File: src/rtl/gtm_consts.svh
// constants of the gated 16-bit timer
`ifndef GTM_CONSTS_SVH
`define GTM_CONSTS_SVH
`define GTM_CS_INSTR      2'h0
`define GTM_CS_SYSCLK     2'h1
`define GTM_CS_EXT        2'h2
`define GTM_CS_LFOSC      2'h3
`define GTM_GS_PIN        2'h0
`define GTM_GS_T0OVF      2'h1
`define GTM_GS_CMP1       2'h2
`define GTM_GS_CMP2       2'h3
`define GTM_INSTR_DIV     2'h3
`define GTM_COUNT_RST     16'h0000
`define GTM_COUNT_MAX     16'hFFFF
`define GTM_T0_MAX        8'hFF
`endif

File: src/rtl/gtm_pkg.sv
// types of the gated 16-bit timer
`default_nettype none
package gtm_pkg;
    typedef enum logic [1:0] {
        GTM_EDGE_ARMED = 2'b00,
        GTM_EDGE_WAIT_LOW = 2'b01
    } gtm_edge_state_t;
endpackage
`default_nettype wire

File: src/rtl/gtm_edge_arm.sv
// falling-before-rising edge qualifier for the external counter input
`default_nettype none
module gtm_edge_arm
    import gtm_pkg::*;
(
    input  wire logic core_clk,
    input  wire logic rst_n,
    input  wire logic rearm,
    input  wire logic src_level,
    output logic      rise_pulse
);
    gtm_edge_state_t state_q;
    logic            prev_q;

    always_ff @(posedge core_clk or negedge rst_n) begin
        if (!rst_n) begin
            prev_q <= 1'b1;
        end else begin
            prev_q <= src_level;
        end
    end

    // after rearm a rising edge counts only once a low level was seen
    always_ff @(posedge core_clk or negedge rst_n) begin
        if (!rst_n) begin
            state_q <= GTM_EDGE_WAIT_LOW;
        end else if (rearm) begin
            state_q <= GTM_EDGE_WAIT_LOW;
        end else begin
            case (state_q)
                GTM_EDGE_WAIT_LOW: if (!src_level) state_q <= GTM_EDGE_ARMED;
                default: state_q <= GTM_EDGE_ARMED;
            endcase
        end
    end

    assign rise_pulse = (state_q == GTM_EDGE_ARMED) && !rearm && src_level && !prev_q;
endmodule
`default_nettype wire

File: src/rtl/gtm_sync2.sv
// two-flop level synchroniser
`default_nettype none
module gtm_sync2 (
    input  wire logic core_clk,
    input  wire logic rst_n,
    input  wire logic d,
    output logic      q
);
    logic meta_q;

    always_ff @(posedge core_clk or negedge rst_n) begin
        if (!rst_n) begin
            meta_q <= 1'b0;
            q      <= 1'b0;
        end else begin
            meta_q <= d;
            q      <= meta_q;
        end
    end
endmodule
`default_nettype wire

File: src/rtl/gtm_timer.sv
// gated 16-bit timer/counter top
//
// Function
// 16-bit counter, byte writes load directly
// run enable off; gate enable gates counting
// clock select picks instr, sys, pin, lfosc
// instr clock: one count per instruction
// system clock: four counts per instruction
// pin source counts rising edges, sync optional
// falling edge required before first rising
// prescale 1,2,4,8, hidden from software
// counter byte write clears prescaler
// oscillator enable runs crystal, also in sleep
// software waits FC00h preset for stability
// sync disable: async counting, runs in sleep; the code still edge-detects the raw level and counts on core_clk
// sync mode switch may skip or add one
// byte reads always return a valid byte
// software stops counter before async writes
// gate open counts, gate closed holds
// gate polarity selects active gate level
// gate source pin, t0 overflow, comparators
// rollover sets sticky overflow flag
// t0 overflow makes a gate pulse
// reset clears counter, prescaler, controls
`include "gtm_consts.svh"
`default_nettype none
module gtm_timer (
    input  wire logic       core_clk,
    input  wire logic       nrst,
    input  wire logic       run_enable,
    input  wire logic       gate_enable,
    input  wire logic [1:0] clock_select,
    input  wire logic       secondary_osc_enable,
    input  wire logic [1:0] prescale_select,
    input  wire logic       sync_disable,
    input  wire logic       gate_polarity,
    input  wire logic [1:0] gate_source_select,
    input  wire logic       comparator_sync_enable,
    input  wire logic       external_clock_in,
    input  wire logic       crystal_in_pin,
    input  wire logic       low_freq_internal_osc,
    input  wire logic       gate_pin,
    input  wire logic       comparator_one_out,
    input  wire logic       comparator_two_out,
    input  wire logic [7:0] eight_bit_timer_count,
    input  wire logic       high_write,
    input  wire logic       low_write,
    input  wire logic [7:0] write_data,
    input  wire logic       flag_clear,
    output logic [7:0]      count_high_byte,
    output logic [7:0]      count_low_byte,
    output logic            overflow_flag,
    output logic            crystal_out_pin,
    output logic            osc_running
);
    import gtm_pkg::*;

    // ------------------------------------------------------------
    // reset release
    // ------------------------------------------------------------
    logic rst_meta_q;
    logic rst_n;

    always_ff @(posedge core_clk or negedge nrst) begin
        if (!nrst) begin
            rst_meta_q <= 1'b0;
            rst_n      <= 1'b0;
        end else begin
            rst_meta_q <= 1'b1;
            rst_n      <= rst_meta_q;
        end
    end

    // ------------------------------------------------------------
    // helpers
    // ------------------------------------------------------------
    function automatic logic prescale_done(input logic [2:0] cnt, input logic [1:0] sel);
        logic [2:0] lim;
        lim = 3'((4'h1 << sel) - 4'h1);
        prescale_done = (cnt == lim);
    endfunction

    // ------------------------------------------------------------
    // instruction clock enable: system clock divided by four
    // ------------------------------------------------------------
    logic [1:0] instr_div_q;
    logic       instr_tick;

    always_ff @(posedge core_clk or negedge rst_n) begin
        if (!rst_n) begin
            instr_div_q <= 2'h0;
        end else begin
            instr_div_q <= 2'(instr_div_q + 2'h1);
        end
    end

    assign instr_tick = (instr_div_q == `GTM_INSTR_DIV);

    // ------------------------------------------------------------
    // external sources: pin or crystal, optional synchroniser
    // ------------------------------------------------------------
    // crystal amplifier: inverted input drives back out while enabled; oscillator has no sleep gating
    assign crystal_out_pin = secondary_osc_enable ? ~crystal_in_pin : 1'b0;
    assign osc_running     = secondary_osc_enable;

    logic ext_raw;
    logic ext_sync;
    logic ext_level;
    logic lf_sync;

    assign ext_raw = secondary_osc_enable ? crystal_in_pin : external_clock_in;

    gtm_sync2 u_ext_sync (
        .core_clk (core_clk),
        .rst_n    (rst_n),
        .d        (ext_raw),
        .q        (ext_sync)
    );

    gtm_sync2 u_lf_sync (
        .core_clk (core_clk),
        .rst_n    (rst_n),
        .d        (low_freq_internal_osc),
        .q        (lf_sync)
    );

    // with sync disabled the raw level is sampled directly: two clocks less latency, so a mode
    // change may drop or duplicate a single edge
    assign ext_level = sync_disable ? ext_raw : ext_sync;

    // ------------------------------------------------------------
    // edge qualification for counter mode
    // ------------------------------------------------------------
    logic run_q;
    logic rearm;
    logic ext_rise;
    logic lf_rise;
    logic byte_write;

    assign byte_write = high_write | low_write;

    always_ff @(posedge core_clk or negedge rst_n) begin
        if (!rst_n) begin
            run_q <= 1'b0;
        end else begin
            run_q <= run_enable;
        end
    end

    assign rearm = byte_write | !run_enable;

    gtm_edge_arm u_ext_edge (
        .core_clk   (core_clk),
        .rst_n      (rst_n),
        .rearm      (rearm),
        .src_level  (ext_level),
        .rise_pulse (ext_rise)
    );

    gtm_edge_arm u_lf_edge (
        .core_clk   (core_clk),
        .rst_n      (rst_n),
        .rearm      (!run_q && !run_enable),
        .src_level  (lf_sync),
        .rise_pulse (lf_rise)
    );

    // ------------------------------------------------------------
    // clock source selection
    // ------------------------------------------------------------
    logic src_tick;
    logic [2:0] src_step;

    always_comb begin
        src_tick = 1'b0;
        src_step = 3'h1;
        case (clock_select)
            `GTM_CS_LFOSC:  src_tick = lf_rise;
            `GTM_CS_EXT:    src_tick = ext_rise;
            `GTM_CS_SYSCLK: src_tick = 1'b1;
            default:        src_tick = instr_tick;
        endcase
    end

    // ------------------------------------------------------------
    // gate
    // ------------------------------------------------------------
    logic [7:0] t0_prev_q;
    logic       t0_pulse_q;
    logic       cmp1_sync;
    logic       cmp2_sync;
    logic       gate_src;
    logic       gate_open;

    always_ff @(posedge core_clk or negedge rst_n) begin
        if (!rst_n) begin
            t0_prev_q  <= 8'h00;
            t0_pulse_q <= 1'b0;
        end else begin
            t0_prev_q  <= eight_bit_timer_count;
            t0_pulse_q <= (t0_prev_q == `GTM_T0_MAX) && (eight_bit_timer_count == 8'h00);
        end
    end

    gtm_sync2 u_cmp1_sync (
        .core_clk (core_clk),
        .rst_n    (rst_n),
        .d        (comparator_one_out),
        .q        (cmp1_sync)
    );

    gtm_sync2 u_cmp2_sync (
        .core_clk (core_clk),
        .rst_n    (rst_n),
        .d        (comparator_two_out),
        .q        (cmp2_sync)
    );

    always_comb begin
        gate_src = gate_pin;
        if (gate_source_select == `GTM_GS_PIN) begin
            gate_src = gate_pin;
        end else if (gate_source_select == `GTM_GS_T0OVF) begin
            gate_src = t0_pulse_q;
        end else if (gate_source_select == `GTM_GS_CMP1) begin
            gate_src = comparator_sync_enable ? cmp1_sync : comparator_one_out;
        end else begin
            gate_src = comparator_sync_enable ? cmp2_sync : comparator_two_out;
        end
    end

    // polarity 0 counts on low, 1 counts on high
    assign gate_open = (gate_src == gate_polarity);

    logic count_en;
    assign count_en = run_enable && (!gate_enable || gate_open);

    // ------------------------------------------------------------
    // prescaler
    // ------------------------------------------------------------
    logic [2:0] pre_q;
    logic       pre_tick;

    assign pre_tick = count_en && src_tick && prescale_done(pre_q, prescale_select);

    always_ff @(posedge core_clk or negedge rst_n) begin
        if (!rst_n) begin
            pre_q <= 3'h0;
        end else if (byte_write) begin
            pre_q <= 3'h0;
        end else if (count_en && src_tick) begin
            pre_q <= pre_tick ? 3'h0 : 3'(pre_q + 3'h1);
        end
    end

    // ------------------------------------------------------------
    // counter and overflow
    // ------------------------------------------------------------
    logic [15:0] count_q;
    logic        rollover;

    assign rollover = pre_tick && !byte_write && (count_q == `GTM_COUNT_MAX);

    // a byte write wins over a coincident increment
    always_ff @(posedge core_clk or negedge rst_n) begin
        if (!rst_n) begin
            count_q <= `GTM_COUNT_RST;
        end else if (high_write) begin
            count_q <= {write_data, count_q[7:0]};
        end else if (low_write) begin
            count_q <= {count_q[15:8], write_data};
        end else if (pre_tick) begin
            count_q <= 16'(count_q + 16'h0001);
        end
    end

    always_ff @(posedge core_clk or negedge rst_n) begin
        if (!rst_n) begin
            overflow_flag <= 1'b0;
        end else if (rollover) begin
            overflow_flag <= 1'b1;
        end else if (flag_clear) begin
            overflow_flag <= 1'b0;
        end
    end

    // registered count: every read returns a settled byte
    assign count_high_byte = count_q[15:8];
    assign count_low_byte  = count_q[7:0];

    logic unused_step;
    assign unused_step = ^src_step;
endmodule
`default_nettype wire

File: config.mk
export PLATFORM = sky130hd
export DESIGN_NAME = gtm_timer
export DESIGN_NICKNAME = d
export VERILOG_FILES = /design/src/rtl/gtm_pkg.sv /design/src/rtl/gtm_edge_arm.sv /design/src/rtl/gtm_sync2.sv /design/src/rtl/gtm_timer.sv
export VERILOG_INCLUDE_DIRS = /design/src /design/src/rtl
export SDC_FILE = /design/constraint.sdc
export NUM_CORES = 1
export LEC_CHECK = 0
export ABC_CLOCK_PERIOD_IN_PS = 2200
export BUFFER_PORTS_ARGS = -buffer_cell sky130_fd_sc_hd__buf_2
export CORE_ASPECT_RATIO = 0.8
export CORE_UTILIZATION = 40
export DETAILED_ROUTE_END_ITERATION = 8
export GPL_TIMING_DRIVEN = 0
export MAX_ROUTING_LAYER = met4
export PLACE_DENSITY = 0.62
export SYNTH_ARGS = -nofsm -noshare
export SYNTH_HDL_FRONTEND = slang
export SYNTH_SLANG_ARGS = --single-unit
File: constraint.sdc
create_clock -name core_clk -period 2.2 [get_ports core_clk]
set_clock_uncertainty 0.05 [all_clocks]
set_input_delay 0.22 -clock core_clk [delete_from_list [all_inputs] [get_ports core_clk]]
set_output_delay 0.22 -clock core_clk [all_outputs]
set_load 0.01 [all_outputs]
==> results.ini <==
[synth]
async_flop_share_pct=100
synth_nets=239
yosys-top-cells-area=dfrtp_1 (49%), dfstp_2 (4.9%), nor2_1 (3.8%), nand2_1 (3.1%), o31ai_1 (2.4%)
seq_area_frac_synth_pct=53.6
synth_top_area_share_pct=48.7
synthesis.area_um2=2160
ys_ff_latch=46
syn_area_per_cell_um2=11.0
synth_top_cell_by_area=dfrtp_1
ys_types=55
synthFlopType=dfrtp_1
yosysWarnings=0
synth-edff-count=0
synthCells=197

[timing]
fin_crit_sh_pct=105
finalHoldViolations=0
period_needed_ns=2.32
finalWorstSetupSlack_ns=-0.118
final-max-slew-violation-count=0
setup_viol=11
worst_pin_slew_ns=0.529
fmax_ghz=0.431
rsz0062_at_grt=yes
slew_headroom_pct=64.6

[detailed_routing]
route.detailed.drc=2
vias_per_cell=5.60
postRouteAntennaNets=0
drt_iter0_drc=109
wire_per_inst_um=15.9
dr_total_vias=1904
totalWireLength_um=5400
drt_first_pass_iters=6

[setup_path]
crit_path_end_kind=register
crit_path_cell_trace=mux2_4 > mux4_2 > mux2_4 > nand4_4 > or4_1 > a31oi_1
criticalPathCategory=register to register
max_stage_delay_ns=0.51
cp_max_fo=6
worst_ep_required_time_ns=2.37
cpMostUsedCell=mux2_4
arrival_ns=2.49
critPathLaunchType=register
critical_path.slowest_cell=or4_1

[global_route]
gr-total-overflow=0
grt_pass1_wl_um=8830
grt_antenna_before_repair=0
grt_pass1_vias=1841
grt_max_degree=40
grt_usage_pct=21.5

[finish]
layout-drive-gt1-share_pct=35.3
seq_area_um2=1160
multi_input_area_um2=987
final_nets=319
fill_cells=451
area_growth_pct=33.6
diodes=0

[place]
place_ws_ns=-0.152
hpwl_um=3650
gp_congestion=0.798
io_buffers=57

[pwr]
p_leak_nw=1.24
p_switching_uw=532
p_comb_share_pct=17.3
ir_worst_vdd_mv=0.431
pwr-share-clk_pct=32.6
p_total_mw=1.94
power_density_nw_per_um2=671
p_sw_share_pct=27.5
power.internal_mw=1.40
power_frac_seq_pct=50.0

[clock_tree]
ctsLongestPathBuffers=2
cts_sinks=46
clkLatencyLatePin_ns=0.30
cts_tree=yes
cts_buffers=5
clk_pin_slew_ns=0.09
cts-root-buf=clkbuf_8
htree_levels=2

[flow_run]
maxCapViolCount=0

[floorplan]
start_util_pct=42.4
io_pins=58
num_rows=23
core_region_area_um2=5090
floorplan.die_area_um2=5700
die_h_um=67.7
die_x_um=84.1

[status]
status=finished, violations left
failed_checks=design-rule violations, negative setup slack

[min_path]
hp-class=primary input to register

==> worst max-delay path: cells and delay by family (launching register included) <==
| kind | cells | cell delay (ns) |
|---|---|---|
| DFF | 1 | 0.36 |
| and+or+nand+nor | 2 | 0.66 |
| AOI/OAI and AO/OA | 1 | 0.19 |
| muxes | 3 | 0.99 |
==> flip-flops by register name (all words and copies together), names as in the netlist, 2 cells and up <==
register	flops
t0_prev_q	8
count_q	16
instr_div_q	2
pre_q	3
==> cells by family after synthesis <==
| family | Yosys count | share of synthesized area, % |
|---|---|---|
| XOR/XNOR | 1 | 0.406 |
| flip-flops | 46 | 53.6 |
| adder cells (fa/ha/maj) | 3 | 1.74 |
| AND/OR/NAND/NOR | 79 | 19.8 |
| buffers and inverters | 15 | 4.00 |
| multiplexers | 6 | 3.83 |
| AO/OA/AOI/OAI | 46 | 16.5 |
| other | 1 | 0.174 |
==> final cells by class <==
cell class | instances | area share [%]
Clock buffer | 6 | 2.52
Buffer | 6 | 1.82
Multi-Input combinational cell | 136 | 34.2
Clock inverter | 2 | 1.30
Sequential cell | 46 | 40.1
Timing Repair Buffer | 73 | 16.1
Inverter | 9 | 1.17
Tap cell | 62 | 2.69
==> final timing paths <==
| check | startpoint | to | slack, ns | depth (start not counted) |
|---|---|---|---|---|
| min | run_enable | run_q | 0.03 | 1 |
| max reg2reg | u_cmp2_sync.q | count_q[9] | -0.12 | 6 |
| min reg2reg | rst_n | count_q[5] | 0.05 | 0 |
| max in group asynchronous | rst_n | u_lf_edge.state_q[0] | 1.55 | 1 |
| min in group asynchronous | rst_n | count_q[5] | 0.05 | 0 |
| max | u_cmp2_sync.q | count_q[9] | -0.12 | 6 |
==> through the flow <==
| step | hold WS [ns] | TNS [ns] | utilization (%) | cells | instance area, µm² |
|---|---|---|---|---|---|
| final | 0.0280 | -0.443 | 56.6 | 340 | 2880 |
| after floorplan | -0.126 | 0 | - | 197 | 2160 |
| after global routing | 0.0288 | -1.87 | 56.6 | 340 | 2880 |
| after CTS | 0.0135 | -0.511 | 55.4 | 339 | 2820 |
| after detailed placement | -0.0422 | -1.01 | 50.0 | 317 | 2550 |
| after global placement | -0.0441 | -0.796 | 49.6 | 316 | 2520 |
==> routing by layer <==
layer	vias up	global-route usage [%]	part of all wire (%)
met3	8	3.79	5.2
met1	937	27.9	47
met2	55	33.9	46
li1	904	-	-
met5	-	-	0
met4	0	9.27	1.8
==> cell usage after synthesis, types with 4 or more instances <==
cell,count
a21oi_1,4
a31oi_1,8
dfrtp_1,42
dfstp_2,4
inv_1,8
nand2_1,18
nand3_1,9
nand4_1,4
nor2_1,22
nor3_1,4
o21ai_0,4
o31ai_1,7
or4_1,6
==> timing repair <==
item                                    4_1_cts  5_1_grt
endpoints found under the hold margin        13        0
cloned                                        0        1
endpoints found under the setup margin       14       18
setup buffers                                 2        0
resized for setup                             7        8
pin swaps                                     5        3
hold buffers                                 12        0
==> cell usage in the layout, fill, tap and decap left out, drive strengths merged, types with 2 or more instances in the layout <==
master and instances:
a21boi 2, a21oi 4, a22o 3, a311o 2
a31oi 8, buf 63, clkbuf 10, dfrtp 42
dfstp 4, dlygate4sd3 12, ha 3, inv 8
mux2 5, nand2 18, nand3 10, nand4 5
nor2 22, nor3 5, nor4 3, o21ai 4
o311a 3, o31ai 7, o32ai 3, or3 4
or4 6
==> power by group through the flow <==
stage                     sequential [mW]  combinational [mW]  clock [mW]
after CTS                           0.967               0.323       0.648
final                               0.969               0.335       0.631
after floorplan                     0.994               0.150           0
after global routing                0.980               0.371       0.690
after global placement              0.993               0.277           0
after detailed placement            0.983               0.298           0
Power figures use the tool's default switching activity.
